**src/include/osc_pkg.sv**
```systemverilog
package osc_pkg;

   // ==========================================================
   // Timing
   localparam int CLK_PERIOD_NS = 8;
   localparam int OSC_START_NS = 2000;
   localparam int OSC_START_CYC =
      (OSC_START_NS + CLK_PERIOD_NS - 1) / CLK_PERIOD_NS;
   localparam int LOOP_START_NS = 2000000;
   localparam int LOOP_START_DEF =
      (LOOP_START_NS + CLK_PERIOD_NS - 1) / CLK_PERIOD_NS;
   localparam int LF_START_CYC = 2;
   localparam int SYNC_EDGES = 2;
   localparam int RDY_W = 18;
   localparam int DIV_W = 9;

   // ==========================================================
   // Register map (byte addresses) and fields
   localparam logic [7:0] ADDR_CTRL = 8'h00;
   localparam logic [7:0] ADDR_STATUS = 8'h04;
   localparam logic [7:0] ADDR_TRIM = 8'h08;
   localparam int CTRL_SCS_LSB = 0;
   localparam int CTRL_FREQ_LSB = 3;
   localparam int CTRL_LOOP_BIT = 7;
   localparam logic [3:0] FREQ_RESET = 4'h7;
   localparam logic [3:0] FREQ_32M = 4'hE;
   localparam logic [1:0] SCS_RESET = 2'h0;
   localparam logic [1:0] SCS_DEFAULT = 2'h0;
   localparam logic [5:0] TRIM_RESET = 6'h00;
   localparam logic [2:0] FOSC_INTERNAL_BLOCK_CLK = 3'h4;

   // ==========================================================
   // Types
   typedef enum logic [1:0] {
      SRC_LF = 2'h0,
      SRC_MF = 2'h1,
      SRC_HF = 2'h2,
      SRC_LOOP = 2'h3
   } src_t;

   typedef struct packed {
      src_t src;
      logic [3:0] exp;
   } sel_t;

   typedef struct packed {
      logic o;
      logic oe;
   } pin_t;

   typedef struct packed {
      logic intActive;
      logic switchBusy;
      logic loopReady;
      logic hfStable;
      logic hfLocked;
      logic hfReady;
      logic mfReady;
      logic lfReady;
   } status_t;

   // Frequency code to source and postscale exponent.
   // Several codes reach one frequency from two sources.
   function automatic sel_t decodeFreq(input logic [3:0] code);
      sel_t s;
      s.src = SRC_HF;
      s.exp = 4'h0;
      case (code)
         4'h0, 4'h1: s = '{SRC_LF, 4'h0};
         4'h2: s = '{SRC_MF, 4'h4};
         4'h3: s = '{SRC_HF, 4'h9};
         4'h4: s = '{SRC_HF, 4'h8};
         4'h5: s = '{SRC_HF, 4'h7};
         4'h6: s = '{SRC_HF, 4'h6};
         4'h7: s = '{SRC_MF, 4'h0};
         4'h8: s = '{SRC_MF, 4'h2};
         4'h9: s = '{SRC_MF, 4'h1};
         4'hA: s = '{SRC_HF, 4'h5};
         4'hB: s = '{SRC_HF, 4'h4};
         4'hC: s = '{SRC_HF, 4'h3};
         4'hD: s = '{SRC_HF, 4'h2};
         4'hE: s = '{SRC_HF, 4'h1};
         default: s = '{SRC_HF, 4'h0};
      endcase
      return s;
   endfunction

endpackage

```
**src/core/internal_osc_clock_select.sv**
```systemverilog
module internal_osc_clock_select
   import osc_pkg::*;
#(
   parameter int LOOP_START_CYC = LOOP_START_DEF,
   parameter int HF_LOCK_CYC = 64,
   parameter int HF_STABLE_CYC = 256
) (
   // Clock and reset
   input wire logic clk,
   input wire logic rst_n,
   // Register port
   input wire logic [7:0] regAddr,
   input wire logic [7:0] regWrData,
   input wire logic regWr,
   input wire logic regRd,
   output logic [7:0] regRdData,
   // Configuration word
   input wire logic [2:0] cfgOscSelect,
   input wire logic cfgLoopEnable,
   input wire logic clkOutCfg,
   input wire logic wdtEnable,
   input wire logic fsmEnable,
   // Oscillators, indexed by source
   input wire logic [3:0] oscRaw,
   output logic [3:0] oscEn,
   output logic [5:0] oscTrim,
   // System clock
   output logic sysClk,
   output logic intActive,
   output logic lfTimeBase,
   // Oscillator pins
   input wire pin_t gpioOsc1,
   input wire pin_t gpioOsc2,
   input wire logic oscInLevel,
   input wire logic oscOutLevel,
   output pin_t oscInPin,
   output pin_t oscOutPin,
   output logic [1:0] pinInData
);

   // ==========================================================
   // Registers
   typedef enum logic [1:0] {
      ST_RUN = 2'b00,
      ST_START = 2'b01,
      ST_WAIT_FALL = 2'b11,
      ST_HOLD = 2'b10
   } state_t;

   logic [3:0] freqSel_q;
   logic [1:0] srcSel_q;
   logic swLoop_q;
   logic [5:0] trim_q;
   state_t state_q, state_d;
   sel_t cur_q, pend_q, target;
   logic [1:0] syncCnt_q;
   logic intMode, loopUse;
   logic [3:0] need, ready, rawPrev_q, rise;
   logic [RDY_W-1:0] rdyCnt_q [4];
   logic [DIV_W-1:0] divCnt_q [4];
   logic curLevel, newLevel, curPrev_q, newPrev_q;
   logic curFall, newRise, sysClk_d;
   logic [15:0] lockCnt_q;
   status_t status_q;

   // Start-up delay for each source
   function automatic logic [RDY_W-1:0] startLim(input int i);
      case (i)
         SRC_LF: return RDY_W'(LF_START_CYC);
         SRC_LOOP: return RDY_W'(LOOP_START_CYC);
         default: return RDY_W'(OSC_START_CYC);
      endcase
   endfunction

   // Postscaled level of a selection
   function automatic logic divLevel(input sel_t s);
      logic [DIV_W-1:0] c;
      c = divCnt_q[s.src];
      if (s.exp == 4'h0) begin
         return oscRaw[s.src];
      end
      return c[s.exp - 4'h1];
   endfunction

   // ==========================================================
   // Register writes; reset values of the control fields
   always_ff @(posedge clk) begin
      if (!rst_n) begin
         freqSel_q <= FREQ_RESET;
         srcSel_q <= SCS_RESET;
         swLoop_q <= 1'b0;
         trim_q <= TRIM_RESET;
      end else if (regWr) begin
         if (regAddr == ADDR_CTRL) begin
            freqSel_q <= regWrData[CTRL_FREQ_LSB +: 4];
            srcSel_q <= regWrData[CTRL_SCS_LSB +: 2];
            swLoop_q <= regWrData[CTRL_LOOP_BIT];
         end
         if (regAddr == ADDR_TRIM) begin
            trim_q <= regWrData[5:0];
         end
      end
   end

   // Trim goes straight to the MF reference; HF follows it
   // through the loop. LF has no trim input at all, and no
   // flag marks the end of the drift.
   assign oscTrim = trim_q;

   // Register reads, data valid only in the next cycle
   always_ff @(posedge clk) begin
      if (!rst_n) begin
         regRdData <= 8'h00;
      end else if (regRd) begin
         case (regAddr)
            ADDR_CTRL: regRdData <= {swLoop_q, freqSel_q,
                                     1'b0, srcSel_q};
            ADDR_STATUS: regRdData <= status_q;
            ADDR_TRIM: regRdData <= {2'b00, trim_q};
            default: regRdData <= 8'h00;
         endcase
      end else begin
         regRdData <= 8'h00;
      end
   end

   // ==========================================================
   // Source decode
   // Secondary (01) and external default leave internal mode
   assign intMode = srcSel_q[1] ||
      (srcSel_q == SCS_DEFAULT &&
       cfgOscSelect == FOSC_INTERNAL_BLOCK_CLK);
   // Loop only via the default path; config bit wins
   assign loopUse = cfgOscSelect == FOSC_INTERNAL_BLOCK_CLK &&
      srcSel_q == SCS_DEFAULT &&
      freqSel_q == FREQ_32M &&
      (cfgLoopEnable || swLoop_q);

   // Code 0 and 1 land on LF via the decode table
   always_comb begin
      target = decodeFreq(freqSel_q);
      if (loopUse) begin
         target = '{SRC_LOOP, 4'h0};
      end
   end

   // ==========================================================
   // Oscillator enables: unused sources are powered down
   always_comb begin
      need = 4'h0;
      if (intMode) begin
         need[cur_q.src] = 1'b1;
         need[pend_q.src] = 1'b1;
      end
      // Loop rides on HF, HF rides on MF
      need[SRC_HF] = need[SRC_HF] | need[SRC_LOOP];
      need[SRC_MF] = need[SRC_MF] | need[SRC_HF];
      // Timers keep LF alive regardless of selection
      need[SRC_LF] = need[SRC_LF] |
         wdtEnable | fsmEnable;
   end

   always_ff @(posedge clk) begin
      if (!rst_n) begin
         oscEn <= 4'h0;
      end else begin
         oscEn <= need;
      end
   end

   // ==========================================================
   // Per-source start-up timer and postscaler
   genvar gi;
   generate
      for (gi = 0; gi < 4; gi++) begin : g_src
         // Ready once the start-up delay has run
         always_ff @(posedge clk) begin
            if (!rst_n || !oscEn[gi]) begin
               rdyCnt_q[gi] <= '0;
            end else if (rdyCnt_q[gi] != startLim(gi)) begin
               rdyCnt_q[gi] <= rdyCnt_q[gi] + 1'b1;
            end
         end
         assign ready[gi] = oscEn[gi] &&
            rdyCnt_q[gi] == startLim(gi);
         assign rise[gi] = oscRaw[gi] & ~rawPrev_q[gi];

         // Free-running divider per source
         always_ff @(posedge clk) begin
            if (!rst_n) begin
               divCnt_q[gi] <= '0;
            end else if (rise[gi]) begin
               divCnt_q[gi] <= divCnt_q[gi] + 1'b1;
            end
         end
      end
   endgenerate

   always_ff @(posedge clk) begin
      if (!rst_n) begin
         rawPrev_q <= 4'h0;
      end else begin
         rawPrev_q <= oscRaw;
      end
   end

   // ==========================================================
   // Glitch-free switch
   // Process, not assign: the lookup reads dividers and raw levels
   always_comb begin
      curLevel = divLevel(cur_q);
      newLevel = divLevel(pend_q);
   end
   assign curFall = curPrev_q & ~curLevel;
   assign newRise = ~newPrev_q & newLevel;

   always_comb begin
      state_d = state_q;
      case (state_q)
         ST_RUN: begin
            if (intMode && target != cur_q) begin
               state_d = ST_START;
            end
         end
         // Same source is already ready: one cycle only
         ST_START: begin
            if (ready[pend_q.src]) begin
               state_d = ST_WAIT_FALL;
            end
         end
         ST_WAIT_FALL: begin
            if (curFall) begin
               state_d = ST_HOLD;
            end
         end
         ST_HOLD: begin
            if (newRise && syncCnt_q == 2'(SYNC_EDGES - 1)) begin
               state_d = ST_RUN;
            end
         end
         default: state_d = ST_RUN;
      endcase
   end

   // State and selections; reset starts on the 500 kHz code
   always_ff @(posedge clk) begin
      if (!rst_n) begin
         state_q <= ST_RUN;
         cur_q <= decodeFreq(FREQ_RESET);
         pend_q <= decodeFreq(FREQ_RESET);
      end else begin
         state_q <= state_d;
         if (state_q == ST_RUN && state_d == ST_START) begin
            pend_q <= target;
         end
         if (state_q == ST_HOLD && state_d == ST_RUN) begin
            cur_q <= pend_q;
         end
      end
   end

   // New-clock edges counted while held low
   always_ff @(posedge clk) begin
      if (!rst_n || state_q != ST_HOLD) begin
         syncCnt_q <= 2'h0;
      end else if (newRise) begin
         syncCnt_q <= syncCnt_q + 2'h1;
      end
   end

   always_ff @(posedge clk) begin
      if (!rst_n) begin
         curPrev_q <= 1'b0;
         newPrev_q <= 1'b0;
      end else begin
         curPrev_q <= curLevel;
         newPrev_q <= newLevel;
      end
   end

   // Output held low across the hand-over, so no runt pulse
   always_comb begin
      sysClk_d = curLevel;
      if (state_q == ST_HOLD) begin
         sysClk_d = (state_d == ST_RUN) ? newLevel : 1'b0;
      end
   end

   always_ff @(posedge clk) begin
      if (!rst_n) begin
         sysClk <= 1'b0;
         intActive <= 1'b0;
         lfTimeBase <= 1'b0;
      end else begin
         sysClk <= sysClk_d;
         intActive <= intMode;
         lfTimeBase <= rise[SRC_LF];
      end
   end

   // ==========================================================
   // Status flags
   always_ff @(posedge clk) begin
      if (!rst_n || !ready[SRC_HF]) begin
         lockCnt_q <= 16'h0000;
      end else if (lockCnt_q != 16'(HF_STABLE_CYC)) begin
         lockCnt_q <= lockCnt_q + 16'h0001;
      end
   end

   always_ff @(posedge clk) begin
      if (!rst_n) begin
         status_q <= '0;
      end else begin
         status_q.lfReady <= ready[SRC_LF];
         status_q.mfReady <= ready[SRC_MF];
         status_q.hfReady <= ready[SRC_HF];
         status_q.hfLocked <= ready[SRC_HF] &&
            lockCnt_q >= 16'(HF_LOCK_CYC);
         status_q.hfStable <= ready[SRC_HF] &&
            lockCnt_q >= 16'(HF_STABLE_CYC);
         status_q.loopReady <= ready[SRC_LOOP] &&
            cur_q.src == SRC_LOOP;
         status_q.switchBusy <= state_d != ST_RUN;
         status_q.intActive <= intMode;
      end
   end

   // ==========================================================
   // Pins: both released outside internal mode
   always_ff @(posedge clk) begin
      if (!rst_n) begin
         oscInPin <= '0;
         oscOutPin <= '0;
         pinInData <= 2'h0;
      end else begin
         pinInData <= {oscOutLevel, oscInLevel};
         oscInPin <= intMode ? gpioOsc1 : '0;
         if (!intMode) begin
            oscOutPin <= '0;
         end else if (clkOutCfg) begin
            oscOutPin <= '{sysClk_d, 1'b1};
         end else begin
            oscOutPin <= gpioOsc2;
         end
      end
   end

   // ==========================================================
   // Checks
   AST_RESET_FREQ: assert property (
      @(posedge clk) !rst_n ##1 rst_n |->
         freqSel_q == FREQ_RESET && srcSel_q == SCS_RESET)
      else $error("reset frequency or source wrong");

   AST_HOLD_LOW: assert property (
      @(posedge clk) disable iff (!rst_n)
      state_q == ST_HOLD |-> !sysClk)
      else $error("system clock not held low");

   AST_FALL_TO_HOLD: assert property (
      @(posedge clk) disable iff (!rst_n)
      state_q == ST_WAIT_FALL && curFall |=> state_q == ST_HOLD)
      else $error("falling edge not taken");

   AST_LOOP_GATE: assert property (
      @(posedge clk) disable iff (!rst_n)
      pend_q.src == SRC_LOOP && state_q == ST_START &&
      $past(state_q) == ST_RUN |->
         $past(cfgOscSelect) == FOSC_INTERNAL_BLOCK_CLK &&
         $past(srcSel_q) == SCS_DEFAULT &&
         $past(freqSel_q) == FREQ_32M &&
         ($past(cfgLoopEnable) || $past(swLoop_q)))
      else $error("loop chosen without its conditions");

   AST_CFG_LOOP_WINS: assert property (
      @(posedge clk) disable iff (!rst_n)
      state_q == ST_START && $past(state_q) == ST_RUN &&
      $past(cfgLoopEnable) && !$past(swLoop_q) &&
      $past(cfgOscSelect) == FOSC_INTERNAL_BLOCK_CLK &&
      $past(srcSel_q) == SCS_DEFAULT &&
      $past(freqSel_q) == FREQ_32M |->
         pend_q.src == SRC_LOOP)
      else $error("config loop bit ignored");

   AST_LF_KEEP: assert property (
      @(posedge clk) disable iff (!rst_n)
      $past(rst_n) && $stable(wdtEnable || fsmEnable) &&
      (wdtEnable || fsmEnable) |-> oscEn[SRC_LF])
      else $error("LF off while watchdog or monitor enabled");

   AST_SAME_SRC: assert property (
      @(posedge clk) disable iff (!rst_n)
      state_q == ST_START && ready[pend_q.src] |=>
         state_q == ST_WAIT_FALL)
      else $error("start-up delay on a ready source");

   AST_SWITCH_DONE: assert property (
      @(posedge clk) disable iff (!rst_n)
      state_q == ST_HOLD ##1 state_q == ST_RUN |->
         cur_q == $past(pend_q))
      else $error("new selection not active after switch");

   AST_CLKOUT: assert property (
      @(posedge clk) disable iff (!rst_n)
      intActive && $past(clkOutCfg) |->
         oscOutPin.oe && oscOutPin.o == sysClk)
      else $error("clock out not on second pin");

   AST_HF_FLAGS: assert property (
      @(posedge clk) disable iff (!rst_n)
      (status_q.hfStable |-> status_q.hfLocked) and
      (status_q.hfLocked |-> status_q.hfReady))
      else $error("HF flag order broken");

endmodule

```
**config.mk**
```make
export PLATFORM = sky130hd
export DESIGN_NAME = internal_osc_clock_select
export DESIGN_NICKNAME = d
export VERILOG_FILES = /design/src/include/osc_pkg.sv /design/src/core/internal_osc_clock_select.sv
export SDC_FILE = /design/constraint.sdc
export NUM_CORES = 1
export LEC_CHECK = 0
export BUFFER_PORTS_ARGS = -buffer_cell sky130_fd_sc_hd__buf_2
export CORE_ASPECT_RATIO = 1.5
export CORE_MARGIN = 4
export CORE_UTILIZATION = 55
export DETAILED_ROUTE_END_ITERATION = 12
export PLACE_DENSITY_LB_ADDON = 0.2
export SLEW_MARGIN = 20
export SYNTH_ARGS = -nofsm -noshare
export SYNTH_HDL_FRONTEND = slang
export SYNTH_SLANG_ARGS = --single-unit
```
**constraint.sdc**
```tcl
create_clock -name clk -period 8 [get_ports clk]
set_clock_uncertainty 0.05 [all_clocks]
set_input_delay 0.8 -clock clk [delete_from_list [all_inputs] [get_ports clk]]
set_output_delay 0.8 -clock clk [all_outputs]
set_load 0.005 [all_outputs]
```
# Yosys cells after proc, flatten, opt, wreduce, memory -nomap -nowiden
# Memories as Yosys holds them, arrays and structs flattened. A register that Yosys moved wholly into a read port is not among the register bits.
# Cells that the tools add are included.
dict set report word_totals {
  out_inout_bits 27
  word_cells 219
  memories 3
  mem_bits_ro 96
  mem_bits_rw 108
  regBits 79
}
dict set report classes {
  n_mux 78
  magnitude_cmp 8
  bitwise 25
  n_addsub 12
  n_reduce_logical 41
  n_eq_ne 21
}
# memory depth width read_ports rd_clocked_by_memory_dff wr line
set memory_table {}
lappend memory_table {{(no name shown)} 16 6 1 1 0 osc_pkg.sv:68} ;# case (code)
lappend memory_table {rdyCnt_q 4 18 4 0 4 internal_osc_clock_select.sv:59} ;# logic [RDY_W-1:0] rdyCnt_q [4];
lappend memory_table {divCnt_q 4 9 6 2 4 internal_osc_clock_select.sv:60} ;# logic [DIV_W-1:0] divCnt_q [4];
# cell n
set ops {}
lappend ops {{$add 18x1->18 const B} 4}
lappend ops {{$mux 18} 4}
lappend ops {{$mux 1} 48}
lappend ops {{$add 9x1->9 const B} 4}
lappend ops {{$eq 18x8->1 const B} 2}
lappend ops {{$mux 9} 4}
lappend ops {{$ne 18x8->1 const B} 2}
lappend ops {{$pmux 8 s3} 1}
lappend ops {{$eq 18x18->1 const B} 1}
lappend ops {{$eq 18x2->1 const B} 1}
lappend ops {{$mux 2} 9}
lappend ops {{$ne 18x18->1 const B} 1}
lappend ops {{$ne 18x2->1 const B} 1}
lappend ops {{$add 16x1->16 const B} 1}
lappend ops {{$ge 16x7->1 const B} 1}
lappend ops {{$ge 16x9->1 const B} 1}
lappend ops {{$logic_and 1x1->1} 16}
lappend ops {{$ne 16x9->1 const B} 1}
lappend ops {{$mux 4} 3}
lappend ops {{$or 1x1->1} 12}
lappend ops {{$lt 4x5->1 const B} 2}
lappend ops {{$bmux 1 s4} 2}
lappend ops {{$eq 8x3->1 const B} 1}
lappend ops {{$eq 8x4->1 const B} 1}
lappend ops {{24 further kinds} 62}

# Logic depth before layout (Yosys ltp)
dict set report logic_depth {
  ltp_word 13
  ltp_mapped 10
  mapped_depth_nobuf 8
}

# Worst setup path before layout
# No wires, ideal clock.
dict set report synth_timing {
  kind {register to register}
  from {register cur_q[0] (netlist name)}
  to {register status_q[6] (netlist name)}
  arrival_time_ps 2838
  path_buffers 2
  path_stages_with_launch 11
  path_slack_ps 4995
  path_cell_list {dfxtp_1 clkbuf_1 inv_1 ha_1 clkbuf_1 mux4_2 mux2_2 o32a_1 a31oi_1 nand3_1 a32o_1}
}
dict set report synth_between {
  elab_chain_cells 9
}
# item line
set synth_rtl {}
lappend synth_rtl {{start, declared} internal_osc_clock_select.sv:55} ;# sel_t cur_q, pend_q, target;
lappend synth_rtl {{start signal, assigned} internal_osc_clock_select.sv:249} ;# cur_q <= decodeFreq(FREQ_RESET);
lappend synth_rtl {{start signal, assigned} internal_osc_clock_select.sv:257} ;# cur_q <= pend_q;
lappend synth_rtl {{$sub 4x1->4} internal_osc_clock_select.sv:82} ;# return c[s.exp - 4'h1];
lappend synth_rtl {{$bmux 1 s4} internal_osc_clock_select.sv:82}
lappend synth_rtl {{$mux 1 (not written as such)} internal_osc_clock_select.sv:82}
lappend synth_rtl {{$mux 1} internal_osc_clock_select.sv:82}
lappend synth_rtl {{$not 1->1} internal_osc_clock_select.sv:214} ;# assign curFall = curPrev_q & ~curLevel;
lappend synth_rtl {{$and 1x1->1} internal_osc_clock_select.sv:214}
lappend synth_rtl {{$mux 2} internal_osc_clock_select.sv:232} ;# if (curFall) begin
lappend synth_rtl {{$pmux 2 s4 *} internal_osc_clock_select.sv:219} ;# case (state_q)
lappend synth_rtl {{$reduce_bool 2->1 *} internal_osc_clock_select.sv:324} ;# status_q.switchBusy <= state_d != ST_RUN;
lappend synth_rtl {{end, declared} internal_osc_clock_select.sv:64} ;# status_t status_q;
# Every way passes the cells marked *; elsewhere a longest branch is shown, timed or not. The select of a mux whose other input is x is not followed.
# A chain may end at the register's enable or synchronous reset.

# Final worst setup path
# Same ends and word-level chain as after synthesis.

==> qor.yml <==
die:
  die_height_um: 174
  rows: 60
  die_w_um: 119
  design.die.area_um2: 20700
  core_um2: 18000
  start_util: 0.562
  ios: 64
detailed_routing:
  drt_iter0_drc: 489
  route.detailed.drc: 0
  postRouteAntennaNets: 0
  wire_per_inst_um: 16.4
  first_pass_iters: 6
  num_vias: 7434
  drt-total-wl_um: 21100
  vias_per_cell: 5.76
cts:
  clk_path_buf_depth: 2
  post-cts-setup-buffers: 0
  cts.repair.resized: 0
  cts.clk_slew.worst_paths_ns: 0.07
  clkLatencyLatePin_ns: 0.43
  numCtsBuffers: 17
  htreeDepth: 4
  cts_root_buf: "clkbuf_16"
  cts_tree: "done"
  ctsHoldBuffers: 0
  cts.sinks: 197
global_routing:
  grt_max_degree: 38
  grt_pass1_wl_um: 35200
  grt_pass1_vias: 7274
  grt-ovfl-total: 0
  grt.total_usage: 0.208
  antenna_found_initial: 0
worst_setup_path:
  critPathSlowestCell: "mux4_2"
  critPathKind: "reg -> reg"
  cp_cell_sequence: "inv_1 > ha_1 > mux4_2 > mux2_2 > o32a_1 > a31oi_1 > nand3_1 > a32o_1"
  cp_top_family: "compound AO/OA/AOI/OAI gates"
  crit_buf_inv: 1
  critical_path.max_stage_delay_ns: 0.55
  r2r_setup_slack_ns: 4.81
  cp.depth: 8
  r2r_end: "status_q[6]"
  r2r-start: "cur_q[0]"
  cp.arrival_ns: 3.47
  endpoint_kind: "flop"
  cp.required_ns: 8.28
  rr_worst_depth: 8
  cp_max_fo: 10
  worst_setup_path_start_kind: "flop"
layout:
  post-route-util: 0.622
  finalNetCount: 1122
  diodes: 0
  layout-drive-gt1-share: 0.119
  areaGrowthSynthToFinish_pct: 10.7
  design_area_um2: 11200
yosys:
  syn-instance-count: 1005
  synth_nets: 1066
  ys_ff_latch: 197
  yosysSeqAreaShare: 0.496
  synthFlopType: "edfxtp_1"
  synth_area_per_cell_um2: 10.1
  async_flop_share: 0
  synth_area_um2: 10100
  synth_edf_count: 108
  ys_warn_count: 0
  ys_types: 57
sta:
  timing.fmax_mhz: 314
  fin_crit_sh: 0.399
  setup_tns_ns: 0
  finalHoldViolCount: 0
  rsz0062_at_grt: "no"
  slew_violations: 0
  finalHoldWorstSlack_ns: 0.426
  timing.max_slew.rel_slack: 0.345
  period_needed_ns: 3.19
  worstMarginPinSlew_ns: 0.979
  setup_violations: 0
pwr:
  power_density_nw_per_um2: 180
  ir_drop_mv: 0.131
  p_leak_nw: 4.16
  total_power_mw: 2.01
place:
  place_area_um2: 10600
  hpwlAfterDp_um: 15000
  io_buffers: 63
  gp_congestion: 0.882
min_path:
  hold_class: "reg -> reg"
  worstHoldStart: "status_q[4]"
  holdPathStages: 2
  hold_end: "regRdData[4]"
job:
  drv_cap: 0
run_status:
  outcome: "finished, final reports clean"
## cell type report
| cell class | count | area [um2] |
|---|---|---|
| fill | 1505 | 6810 |
| sequential | 197 | 5020 |
| multi-input combinational | 726 | 4790 |
| clock buffer | 19 | 464 |
| timing repair buffer | 68 | 353 |
| tap | 217 | 272 |
| inverter | 51 | 191 |
| clock inverter | 13 | 110 |
## metrics by stage
step                      cells  worst slack [ns]
final                      1291              4.81
after global routing       1291              4.59
after CTS                  1291              4.80
after detailed placement   1259              4.69
after global placement     1259              4.79
after floorplan            1005              4.99
## how the worst max path moves through the flow
stage,start,end
floorplan,cur_q[0],status_q[6]
global placement,cfgOscSelect[1],status_q[6]
detailed placement,regAddr[5],flop
CTS,pend_q[0],cur_q[5]
global route,cur_q[0],status_q[6]
finish,cur_q[0],status_q[6]
## flip-flops by register name (all words and copies together), names as in the netlist, named ones only
| register | count |
|---|---|
| rdyCnt_q | 72 |
| newPrev_q | 1 |
| oscTrim | 6 |
| pinInData | 2 |
| pend_q | 6 |
| syncCnt_q | 2 |
| lfTimeBase | 1 |
| lockCnt_q | 16 |
| swLoop_q | 1 |
| cur_q | 6 |
| sysClk | 1 |
| state_q | 2 |
| oscOutPin | 2 |
| oscEn | 4 |
| rawPrev_q | 4 |
| regRdData | 8 |
| freqSel_q | 4 |
| oscInPin | 2 |
| status_q | 8 |
| srcSel_q | 2 |
| divCnt_q | 36 |
| curPrev_q | 1 |
## layout by cell type (no fill, tap or decap), types with 31 or more instances in the layout
cell type and instances:
nor2_1 194, edfxtp_1 108, dfxtp_1 89, nand3_1 65, buf_2 63, xor2_1 53
inv_1 51, xnor2_1 50, mux2i_1 37, nand2_1 37, a21oi_1 31
## cell usage after synthesis (2+ instances only)
cell	n	share of area
a211oi_1	2	0.0015
a21oi_1	31	0.015
a22o_1	2	0.0017
a22oi_1	4	0.0030
a2bb2oi_1	2	0.0017
a31oi_1	3	0.0019
a32o_1	2	0.0020
and2_1	8	0.0049
and3_1	22	0.014
and4_1	3	0.0026
buf_1	2	0.00074
buf_2	2	0.00099
clkbuf_1	27	0.010
dfxtp_1	89	0.18
edfxtp_1	108	0.32
ha_1	24	0.030
inv_1	51	0.019
mux2_2	4	0.0045
mux2i_1	37	0.037
mux4_2	15	0.033
nand2_1	37	0.014
nand2b_1	6	0.0037
nand3_1	65	0.032
nand3b_1	7	0.0052
nand4_1	21	0.013
nand4b_1	6	0.0052
nor2_1	194	0.072
nor2b_1	13	0.0080
nor3_1	17	0.0084
nor3b_1	2	0.0015
nor4_1	16	0.0099
nor4b_1	4	0.0035
o211ai_1	13	0.0096
o21ai_0	21	0.010
o21bai_1	3	0.0022
o32a_1	2	0.0020
o41ai_1	3	0.0026
or2_2	4	0.0025
or3_1	13	0.0080
or4_1	2	0.0015
xnor2_1	50	0.043
xor2_1	53	0.046
## metal layers
layer | up-vias | share of wire | GRT usage
li1 | 3686 | - | -
met1 | 3538 | 0.43 | 0.262
met2 | 174 | 0.50 | 0.353
met3 | 36 | 0.037 | 0.0404
met4 | 0 | 0.029 | 0.0846
met5 | - | 0 | 0
## logic make-up (layout without fill, tap and decap cells)
family          Yosys count  in the layout  share of synthesized area
buf+inv                  82            151                     0.0307
mux                      56             56                     0.0744
fa+ha+maj                24             24                     0.0297
compound gates          101            101                     0.0669
flops                   197            197                      0.496
simple gates            442            442                      0.213
xor+xnor                103            103                     0.0891
## power by group
group	total [mW]	internal [mW]	switching, mW
registers	1.11	1.08	0.0254
clock network	0.829	0.435	0.394
logic	0.0797	0.0367	0.0429
total	2.01	1.55	0.463
## worst reg2reg max path: stages (launching register included)
cell     delay (ns)
dfxtp_1        0.51
inv_1          0.17
ha_1           0.53
mux4_2         0.55
mux2_2         0.27
o32a_1         0.28
a31oi_1        0.34
nand3_1        0.15
a32o_1         0.23
Power figures use the tool's default switching activity.
